File: config.mk
export PLATFORM = sky130hd
export DESIGN_NAME = tscp_port
export DESIGN_NICKNAME = d
export VERILOG_FILES = /design/src/core/tscp_port.v
export VERILOG_INCLUDE_DIRS = /design/src /design/src/core
export SDC_FILE = /design/constraint.sdc
export NUM_CORES = 1
export LEC_CHECK = 0
export BUFFER_PORTS_ARGS = -buffer_cell sky130_fd_sc_hd__buf_2
export CAP_MARGIN = 30
export CORE_UTILIZATION = 54
export DETAILED_ROUTE_END_ITERATION = 10
export PLACE_DENSITY = 0.84
export SLEW_MARGIN = 20
export SYNTH_ARGS = -nofsm -noshare
export SYNTH_HDL_FRONTEND = slang
export SYNTH_SLANG_ARGS = --single-unit
File: constraint.sdc
create_clock -name REF_CLK_IN -period 2.5 [get_ports REF_CLK_IN]
set_input_delay 0.25 -clock REF_CLK_IN [delete_from_list [all_inputs] [get_ports REF_CLK_IN]]
set_output_delay 0.25 -clock REF_CLK_IN [all_outputs]
set_load 0.05 [all_outputs]
File: src/core/tscp_defs.vh
// constants for the three-wire serial control port
// assumes a single 25 MHz core clock and a host-driven shift clock
`ifndef TSCP_DEFS_VH
`define TSCP_DEFS_VH

// widths
`define TSCP_ADR_W 13
`define TSCP_BYTE_W 8
`define TSCP_CNT_W 3

// instruction word fields
`define TSCP_INS_RW 15
`define TSCP_INS_LEN_HI 14
`define TSCP_INS_LEN_LO 13
`define TSCP_INS_ADR_HI 12
`define TSCP_LEN_STREAM 2'h3

// bit counter values
`define TSCP_BIT_FIRST 3'h0
`define TSCP_BIT_LAST 3'h7
`define TSCP_BIT_ONE 3'h1

// in-port register offsets
`define TSCP_ADR_SPI_CTRL 13'h0000
`define TSCP_ADR_PORT_OPT 13'h0004
`define TSCP_ADR_UPDATE 13'h0005

// read-only windows, writes there are dropped
`define TSCP_ADR_ID_LO 13'h000A
`define TSCP_ADR_ID_HI 13'h000D
`define TSCP_ADR_STAT_LO 13'h0080
`define TSCP_ADR_STAT_HI 13'h0082

// field positions
`define TSCP_B_LSB_FIRST 6
`define TSCP_B_SOFT_RST 5
`define TSCP_B_HARD_RST 4
`define TSCP_B_REDUCE 1
`define TSCP_B_RD_BUF 0
`define TSCP_B_UPDATE 0

// reset values and fixed constants
`define TSCP_RST_BIT 1'h0
`define TSCP_RST_BYTE 8'h00
`define TSCP_RST_ADR 13'h0000
`define TSCP_RST_LEN 2'h0
`define TSCP_ADR_ONE 13'h0001
`define TSCP_FIFO_DEPTH 2
`define TSCP_FIFO_CW 2
`define TSCP_CNT_ONE 2'h1
`define TSCP_CNT_ZERO 2'h0

`endif

File: src/core/tscp_port.v
// three-wire serial control port, slave side, with one shared data pin
// assumes: SCLK and CS come from the host asynchronously, sclk at most clk/8;
// register storage outside, reached by the write buffer and the read address/data ports
`default_nettype none
`include "tscp_defs.vh"

module tscp_port (
	input wire REF_CLK_IN,
	input wire NRST_IN,
	input wire SCLK_IN,
	input wire CS_N_IN,
	input wire SDIO_IN,
	output reg SDIO_OUT,
	output reg SDIO_OE_OUT,
	output reg [12:0] RD_ADDR_OUT,
	output reg RD_SHADOW_OUT,
	input wire [7:0] RD_DATA_IN,
	output reg WR_VALID_OUT,
	input wire WR_READY_IN,
	output wire [12:0] WR_ADDR_OUT,
	output wire [7:0] WR_DATA_OUT,
	output reg UPDATE_OUT,
	output reg LSB_FIRST_OUT,
	output reg REDUCE_DRIVE_OUT,
	output reg SOFT_RESET_OUT,
	output reg HARD_RESET_OUT,
	output reg OVERRUN_OUT
);

	localparam [1:0] ST_INSTR = 2'h0;
	localparam [1:0] ST_WRITE = 2'h1;
	localparam [1:0] ST_READ = 2'h2;

	// bit position for the k-th bit of a byte in the current order
	function [2:0] bit_pos;
		input lsb;
		input [2:0] k;
		begin
			bit_pos = lsb ? k : (`TSCP_BIT_LAST - k);
		end
	endfunction

	function is_ro;
		input [12:0] a;
		begin
			is_ro = ((a >= `TSCP_ADR_ID_LO) && (a <= `TSCP_ADR_ID_HI)) ||
				((a >= `TSCP_ADR_STAT_LO) && (a <= `TSCP_ADR_STAT_HI));
		end
	endfunction

	// synchronisers: stage _m only feeds stage _s
	reg sclk_m_r;
	reg sclk_s_r;
	reg sclk_d_r;
	reg cs_m_r;
	reg cs_s_r;
	reg sdio_m_r;
	reg sdio_s_r;

	reg [1:0] state_r;
	reg [2:0] bit_cnt_r;
	reg ins_hi_r;
	reg [7:0] ins_b0_r;
	reg [7:0] rx_r;
	reg [7:0] tx_r;
	reg [12:0] addr_r;
	reg [1:0] left_r;
	reg stream_r;
	reg rd_buf_r;
	reg upd_pend_r;

	reg [12:0] mem_a_r [0:1];
	reg [7:0] mem_d_r [0:1];
	reg [1:0] cnt_r;

	wire rise = sclk_s_r & ~sclk_d_r;
	wire fall = ~sclk_s_r & sclk_d_r;
	wire cs_hi = cs_s_r;
	wire byte_done = rise & ~cs_hi & (bit_cnt_r == `TSCP_BIT_LAST);
	// shift in per current order
	wire [7:0] rx_next = LSB_FIRST_OUT ? {sdio_s_r, rx_r[7:1]} : {rx_r[6:0], sdio_s_r};
	// first byte is the high half MSB-first, the low half LSB-first
	wire [15:0] ins_word = LSB_FIRST_OUT ? {rx_next, ins_b0_r} : {ins_b0_r, rx_next};
	wire [1:0] ins_len = ins_word[`TSCP_INS_LEN_HI:`TSCP_INS_LEN_LO];
	wire wr_byte = byte_done & (state_r == ST_WRITE);
	wire wr_local = (addr_r == `TSCP_ADR_SPI_CTRL) || (addr_r == `TSCP_ADR_PORT_OPT) ||
		(addr_r == `TSCP_ADR_UPDATE);
	wire push_req = wr_byte & ~wr_local & ~is_ro(addr_r);
	wire pop = WR_VALID_OUT & WR_READY_IN;
	wire push_ok = push_req & ((cnt_r != `TSCP_FIFO_DEPTH) | pop);
	wire [1:0] wr_idx = pop ? (cnt_r - `TSCP_CNT_ONE) : cnt_r;
	wire [1:0] cnt_nxt = cnt_r - {1'b0, pop} + {1'b0, push_ok};
	wire [7:0] local_rd = (addr_r == `TSCP_ADR_SPI_CTRL) ?
		({7'h00, LSB_FIRST_OUT} << `TSCP_B_LSB_FIRST) :
		(addr_r == `TSCP_ADR_PORT_OPT) ?
		(({7'h00, REDUCE_DRIVE_OUT} << `TSCP_B_REDUCE) |
		({7'h00, rd_buf_r} << `TSCP_B_RD_BUF)) : `TSCP_RST_BYTE;
	wire [7:0] rd_byte = wr_local ? local_rd : RD_DATA_IN;

	assign WR_ADDR_OUT = mem_a_r[0];
	assign WR_DATA_OUT = mem_d_r[0];

	always @(posedge REF_CLK_IN or negedge NRST_IN) begin
		if (!NRST_IN) begin
			sclk_m_r <= `TSCP_RST_BIT;
			sclk_s_r <= `TSCP_RST_BIT;
			sclk_d_r <= `TSCP_RST_BIT;
			cs_m_r <= 1'h1;
			cs_s_r <= 1'h1;
			sdio_m_r <= `TSCP_RST_BIT;
			sdio_s_r <= `TSCP_RST_BIT;
		end else begin
			sclk_m_r <= SCLK_IN;
			sclk_s_r <= sclk_m_r;
			sclk_d_r <= sclk_s_r;
			cs_m_r <= CS_N_IN;
			cs_s_r <= cs_m_r;
			sdio_m_r <= SDIO_IN;
			sdio_s_r <= sdio_m_r;
		end
	end

	// framing and address sequencing
	always @(posedge REF_CLK_IN or negedge NRST_IN) begin
		if (!NRST_IN) begin
			state_r <= ST_INSTR;
			bit_cnt_r <= `TSCP_BIT_FIRST;
			ins_hi_r <= `TSCP_RST_BIT;
			ins_b0_r <= `TSCP_RST_BYTE;
			rx_r <= `TSCP_RST_BYTE;
			addr_r <= `TSCP_RST_ADR;
			left_r <= `TSCP_RST_LEN;
			stream_r <= `TSCP_RST_BIT;
		end else if (cs_hi) begin
			if (bit_cnt_r != `TSCP_BIT_FIRST) begin
				// partial byte: drop everything, back to idle
				state_r <= ST_INSTR;
				bit_cnt_r <= `TSCP_BIT_FIRST;
				ins_hi_r <= `TSCP_RST_BIT;
			end else if (stream_r && state_r != ST_INSTR) begin
				// streaming ends at the first boundary with select high
				state_r <= ST_INSTR;
			end
			// otherwise a fixed-length stall: hold everything
		end else if (rise) begin
			bit_cnt_r <= bit_cnt_r + `TSCP_BIT_ONE;
			rx_r <= rx_next;
			if (bit_cnt_r == `TSCP_BIT_LAST) begin
				case (state_r)
					ST_INSTR: begin
						if (!ins_hi_r) begin
							ins_b0_r <= rx_next;
							ins_hi_r <= 1'h1;
						end else begin
							// sixteenth edge: decode the word
							ins_hi_r <= `TSCP_RST_BIT;
							addr_r <= ins_word[`TSCP_INS_ADR_HI:0];
							left_r <= ins_len;
							stream_r <= (ins_len == `TSCP_LEN_STREAM);
							state_r <= ins_word[`TSCP_INS_RW] ? ST_READ : ST_WRITE;
						end
					end
					ST_WRITE, ST_READ: begin
						// plain +/-1 with wrap, no address skipped
						addr_r <= LSB_FIRST_OUT ? (addr_r + `TSCP_ADR_ONE) :
							(addr_r - `TSCP_ADR_ONE);
						if (!stream_r) begin
							if (left_r == `TSCP_RST_LEN)
								state_r <= ST_INSTR;
							else
								left_r <= left_r - `TSCP_CNT_ONE;
						end
					end
					default: begin
						state_r <= ST_INSTR;
					end
				endcase
			end
		end
	end

	// read data onto the pin on falling edges
	always @(posedge REF_CLK_IN or negedge NRST_IN) begin
		if (!NRST_IN) begin
			SDIO_OUT <= `TSCP_RST_BIT;
			SDIO_OE_OUT <= `TSCP_RST_BIT;
			tx_r <= `TSCP_RST_BYTE;
			RD_ADDR_OUT <= `TSCP_RST_ADR;
			RD_SHADOW_OUT <= `TSCP_RST_BIT;
		end else begin
			RD_ADDR_OUT <= addr_r;
			RD_SHADOW_OUT <= rd_buf_r;
			if (cs_hi || state_r != ST_READ) begin
				SDIO_OE_OUT <= `TSCP_RST_BIT;
			end else if (fall) begin
				// drive starts and data changes only on falling edges; release comes off any edge
				SDIO_OE_OUT <= 1'h1;
				if (bit_cnt_r == `TSCP_BIT_FIRST) begin
					tx_r <= rd_byte;
					SDIO_OUT <= rd_byte[bit_pos(LSB_FIRST_OUT, bit_cnt_r)];
				end else begin
					SDIO_OUT <= tx_r[bit_pos(LSB_FIRST_OUT, bit_cnt_r)];
				end
			end
		end
	end

	// in-port registers; order change takes effect on the next byte
	always @(posedge REF_CLK_IN or negedge NRST_IN) begin
		if (!NRST_IN) begin
			LSB_FIRST_OUT <= `TSCP_RST_BIT;
			REDUCE_DRIVE_OUT <= `TSCP_RST_BIT;
			rd_buf_r <= `TSCP_RST_BIT;
			SOFT_RESET_OUT <= `TSCP_RST_BIT;
			HARD_RESET_OUT <= `TSCP_RST_BIT;
			upd_pend_r <= `TSCP_RST_BIT;
			UPDATE_OUT <= `TSCP_RST_BIT;
			OVERRUN_OUT <= `TSCP_RST_BIT;
		end else begin
			SOFT_RESET_OUT <= wr_byte & (addr_r == `TSCP_ADR_SPI_CTRL) &
				rx_next[`TSCP_B_SOFT_RST];
			HARD_RESET_OUT <= wr_byte & (addr_r == `TSCP_ADR_PORT_OPT) &
				rx_next[`TSCP_B_HARD_RST];
			if (wr_byte && addr_r == `TSCP_ADR_SPI_CTRL)
				LSB_FIRST_OUT <= rx_next[`TSCP_B_LSB_FIRST];
			if (wr_byte && addr_r == `TSCP_ADR_PORT_OPT) begin
				rd_buf_r <= rx_next[`TSCP_B_RD_BUF];
				REDUCE_DRIVE_OUT <= rx_next[`TSCP_B_REDUCE];
			end
			// update waits for queued shadow writes so none lands after it
			// pending flag clears one edge late, so mask it to keep a single-cycle pulse
			UPDATE_OUT <= upd_pend_r & ~UPDATE_OUT & (cnt_r == `TSCP_CNT_ZERO) & ~push_req;
			if (wr_byte && addr_r == `TSCP_ADR_UPDATE && rx_next[`TSCP_B_UPDATE])
				upd_pend_r <= 1'h1;
			else if (UPDATE_OUT)
				upd_pend_r <= `TSCP_RST_BIT;
			// the host cannot be stalled, so a full buffer can only be reported
			if (push_req && !push_ok)
				OVERRUN_OUT <= 1'h1;
			else if (rise && !cs_hi && state_r == ST_INSTR && !ins_hi_r &&
				bit_cnt_r == `TSCP_BIT_FIRST)
				OVERRUN_OUT <= `TSCP_RST_BIT;
		end
	end

	// two-entry shadow write buffer, head is entry 0
	integer i;
	always @(posedge REF_CLK_IN or negedge NRST_IN) begin
		if (!NRST_IN) begin
			cnt_r <= `TSCP_CNT_ZERO;
			WR_VALID_OUT <= `TSCP_RST_BIT;
			for (i = 0; i < `TSCP_FIFO_DEPTH; i = i + 1) begin
				mem_a_r[i] <= `TSCP_RST_ADR;
				mem_d_r[i] <= `TSCP_RST_BYTE;
			end
		end else begin
			cnt_r <= cnt_nxt;
			WR_VALID_OUT <= (cnt_nxt != `TSCP_CNT_ZERO);
			for (i = 0; i < `TSCP_FIFO_DEPTH; i = i + 1) begin
				if (push_ok && wr_idx == i[1:0]) begin
					mem_a_r[i] <= addr_r;
					mem_d_r[i] <= rx_next;
				end else if (pop && i == 0) begin
					mem_a_r[0] <= mem_a_r[1];
					mem_d_r[0] <= mem_d_r[1];
				end
			end
		end
	end

endmodule // tscp_port
`default_nettype wire

==> impl_metrics.json <==
{
  "outcome": "finished, violations left",
  "violations": "DRC",
  "syn_nets": 683,
  "drc": 17,
  "r2r-start": "bit_cnt_r[0]",
  "cp-start-kind": "flop",
  "dr.pass1.iters": 8,
  "synth-main-ff-cell": "dfrtp_1",
  "clkPwrFrac_pct": 44.3,
  "holdCritPathClass": "in2reg",
  "routabilityCongestion": 0.888,
  "power_mw": 5.76,
  "start_util_pct": 55.9,
  "cts_made_buffers": 17,
  "detail-route-antenna-nets": 0,
  "layoutNonFillerInstCount": 858,
  "syn-instance-count": 646,
  "endpoint": "WR_VALID_OUT",
  "wl_per_cell_um": 17.6,
  "crit_top_cell": "ha_1",
  "rsz0062_at_grt": "yes",
  "vias": 5120,
  "worstReg2RegEnd": "WR_VALID_OUT",
  "r2r_slack_ps": 50,
  "timing.final.crit_period_ps": 2450,
  "intPower_mw": 4.07,
  "setup.worst_path.start": "bit_cnt_r[0]",
  "r2r_cells": 12,
  "nets": 739,
  "p_sw_share_pct": 29.2,
  "drtIter0Drc": 456,
  "period_share_pct": 97.9,
  "vias_per_cell": 5.97,
  "final_cell_area_um2": 7600,
  "avgSynthCellArea_um2": 10.0,
  "crit_type": "reg2reg",
  "setup_slack_ps": 53.3,
  "wirelength_mm": 15.1,
  "area_delta_synth_final_pct": 17.6,
  "dpl_worst_slack_ps": -25.6,
  "coreArea_um2": 11600,
  "async_flop_share_pct": 100,
  "tightest_slew_ps": 830,
  "dpl-instance-area_um2": 6880,
  "ys_warn_count": 0,
  "clkSlewWorstSetupHoldPaths_ps": 60,
  "slew_viol_final": 0,
  "dieArea_um2": 12400,
  "drive_above_1_share_pct": 24.2,
  "power_density_nw_per_um2": 757,
  "htree_levels": 4,
  "portBuffers": 57,
  "synth_edf_count": 0,
  "clockBufferDepth": 2,
  "grt_pass1_wl_mm": 25.1,
  "power.switching_mw": 1.68,
  "fp-row-count": 39,
  "ys_ff_latch": 122,
  "multi_input_area_um2": 3080,
  "hold_violations": 0,
  "crit_cells": 12,
  "seq_power_share_pct": 37.6,
  "fin_worst_skew_ps": 8.45,
  "clock.fmax_mhz": 409,
  "insertion_delay_ps": 420,
  "dieHeight_um": 111,
  "grt_max_degree": 66,
  "register_area_um2": 3060,
  "grt.overflow.total": 0,
  "whs_path_depth": 3,
  "post-dp-hpwl_mm": 10.3,
  "crit_family": "simple AND/OR/NAND/NOR gates",
  "dp.cells": 821,
  "worst_path_max_delay_cell": "dfrtp_1",
  "combPwrFrac_pct": 18.1,
  "finalSetupViolCount": 0,
  "syn_area_um2": 6470,
  "fillers": 868,
  "maxSlewHeadroom_pct": 44.7,
  "cpPeakStageDelay_ps": 400,
  "path_max_fanout": 3,
  "cts_root_buffer": "clkbuf_16",
  "cp_num_buf_inv": 1,
  "critPathCaptureType": "flop",
  "p_leak_nw": 3.77,
  "ir_drop_mv": 0.381,
  "die_x_um": 111,
  "clock_sinks": 122,
  "io_pins": 58,
  "required_ps": 2800,
  "synth_seq_area_share_pct": 47.3,
  "grt_pass1_vias": 5206,
  "cts_tree": "yes",
  "n_antenna_cell": 0,
  "antenna_found_initial": 0,
  "track_usage_pct": 26.0,
  "arrival_ps": 2750,
  "drv_cap": 0,
  "ys_types": 61,
  "path_cells": "ha_4 > ha_1 > and2_4 > and3b_2 > o21ai_1 > nand2b_1 > ha_1 > inv_1 > ha_2 > xnor2_2 > xnor2_1 > or2_2"
}
-- final cells by class --
type,instances,share of cell area [%]
tap,143,2.35
sequential,122,40.2
clock inverter,13,2.22
multi-input combinational,451,40.5
timing repair buffer,92,7.87
inverter,18,0.922
clock buffer,19,5.96
-- cell families after synthesis --
group	count (synthesis)	synth area share [%]
flip-flops	122	47.3
AND/OR/NAND/NOR	190	14.3
XOR/XNOR	12	1.63
multiplexers	51	9.37
adder cells (fa/ha/maj)	23	4.57
AO/OA/AOI/OAI	175	16.9
buffers and inverters	73	6.02
-- cell usage after synthesis, drive strengths merged (13+ instances only) --
cell type	count	area [um^2]
dfrtp	120	3000
a21oi	61	305
nand2	63	236
nor2	57	214
a211oi	16	120
clkbuf	15	56.3
mux2i	26	260
ha	22	275
inv	18	67.6
a21o	13	97.6
o21ai	51	255
buf	40	265
nand3	13	65.1
nor2b	14	90.1
mux2	22	278
-- stage by stage --
stage,setup TNS [ps],hold WS [ps],util (%)
final,0,86.4,65.7
after global routing,-49.4,115,65.7
after CTS,0,81.7,65.3
after detailed placement,-25.6,336,59.5
after global placement,0,332,59.5
after floorplan,0,-45.6,-
-- registers in the layout, summed over array words and instances (netlist names), 2 cells and up --
name and cells:
left_r 2, state_r 2, WR_DATA_OUT 8, mem_a_r 13, cnt_r 2, rx_r 8, bit_cnt_r 3, ins_b0_r 8
WR_ADDR_OUT 13, RD_ADDR_OUT 13, tx_r 8, addr_r 13, mem_d_r 8
-- worst min-delay path, stage by stage --
cell and delay (ps):
buf_2 110, nand2_1 50, o21ai_0 60
-- how the worst min path moves through the flow --
| stage | end | slack, ps | start |
|---|---|---|---|
| 4_1_cts | tx_r[2] | 80 | RD_DATA_IN[2] |
| 2_1_floorplan | HARD_RESET_OUT | -50 | NRST_IN |
| 3_5_place_dp | sdio_s_r | 340 | sdio_m_r |
| 5_1_grt | tx_r[2] | 120 | RD_DATA_IN[2] |
| 3_3_place_gp | sclk_s_r | 330 | sclk_m_r |
| 6_report | tx_r[2] | 90 | RD_DATA_IN[2] |
-- cells in the final DEF (no fill, tap or decap), types with 3 or more instances in the layout --
| cell | synthesis | layout |
|---|---|---|
| and3_1 | 6 | 6 |
| mux4_2 | 3 | 3 |
| nor3_1 | 8 | 8 |
| clkinv_4 | 0 | 4 |
| nor2b_1 | 13 | 13 |
| mux2i_1 | 26 | 26 |
| dfrtp_1 | 120 | 119 |
| buf_2 | 17 | 56 |
| clkbuf_16 | 0 | 17 |
| clkinvlp_4 | 0 | 4 |
| xnor2_1 | 8 | 7 |
| a32oi_1 | 3 | 3 |
| buf_4 | 21 | 29 |
| bufinv_16 | 0 | 3 |
| nand3_1 | 13 | 13 |
| nor2_1 | 57 | 57 |
| xor2_1 | 4 | 4 |
| inv_1 | 17 | 17 |
| mux2_2 | 14 | 14 |
| nand2b_1 | 7 | 7 |
| mux2_4 | 8 | 8 |
| nor4_1 | 3 | 3 |
| a21o_1 | 13 | 13 |
| nand4_1 | 3 | 3 |
| ha_1 | 22 | 20 |
| buf_12 | 0 | 3 |
| o21ai_0 | 51 | 49 |
| o211ai_2 | 3 | 3 |
| a21oi_1 | 61 | 61 |
| dlygate4sd3_1 | 0 | 4 |
| nand2_1 | 63 | 63 |
| a211oi_1 | 16 | 14 |
-- power groups by stage --
stage                     Clock, mW  Combinational, mW  Sequential (mW)
after global placement            0              0.962             2.18
final                          2.55               1.04             2.16
after floorplan                   0              0.686             2.21
after CTS                      2.57               1.03             2.15
after detailed placement          0               1.01             2.19
after global routing           2.67               1.16             2.18
-- metal layers --
metal  vias to the layer above  global-route usage, %  routed length, um
met2                       168                   43.8               7560
met3                        35                   5.99                853
met5                         -                      0                  0
met1                      2529                   31.9               6320
met4                         0                   11.6                372
li1                       2388                      -                  -
-- repair_timing --
item | in CTS | in global routing
gates resized for setup | 4 | 8
hold buffers | 4 | 0
endpoints found under the hold margin | 64 | 0
cloned | 0 | 0
endpoints found under the setup margin | 1 | 4
buffers inserted | 1 | 0
pin swaps | 3 | 1
(Power assumes the default switching activity.)
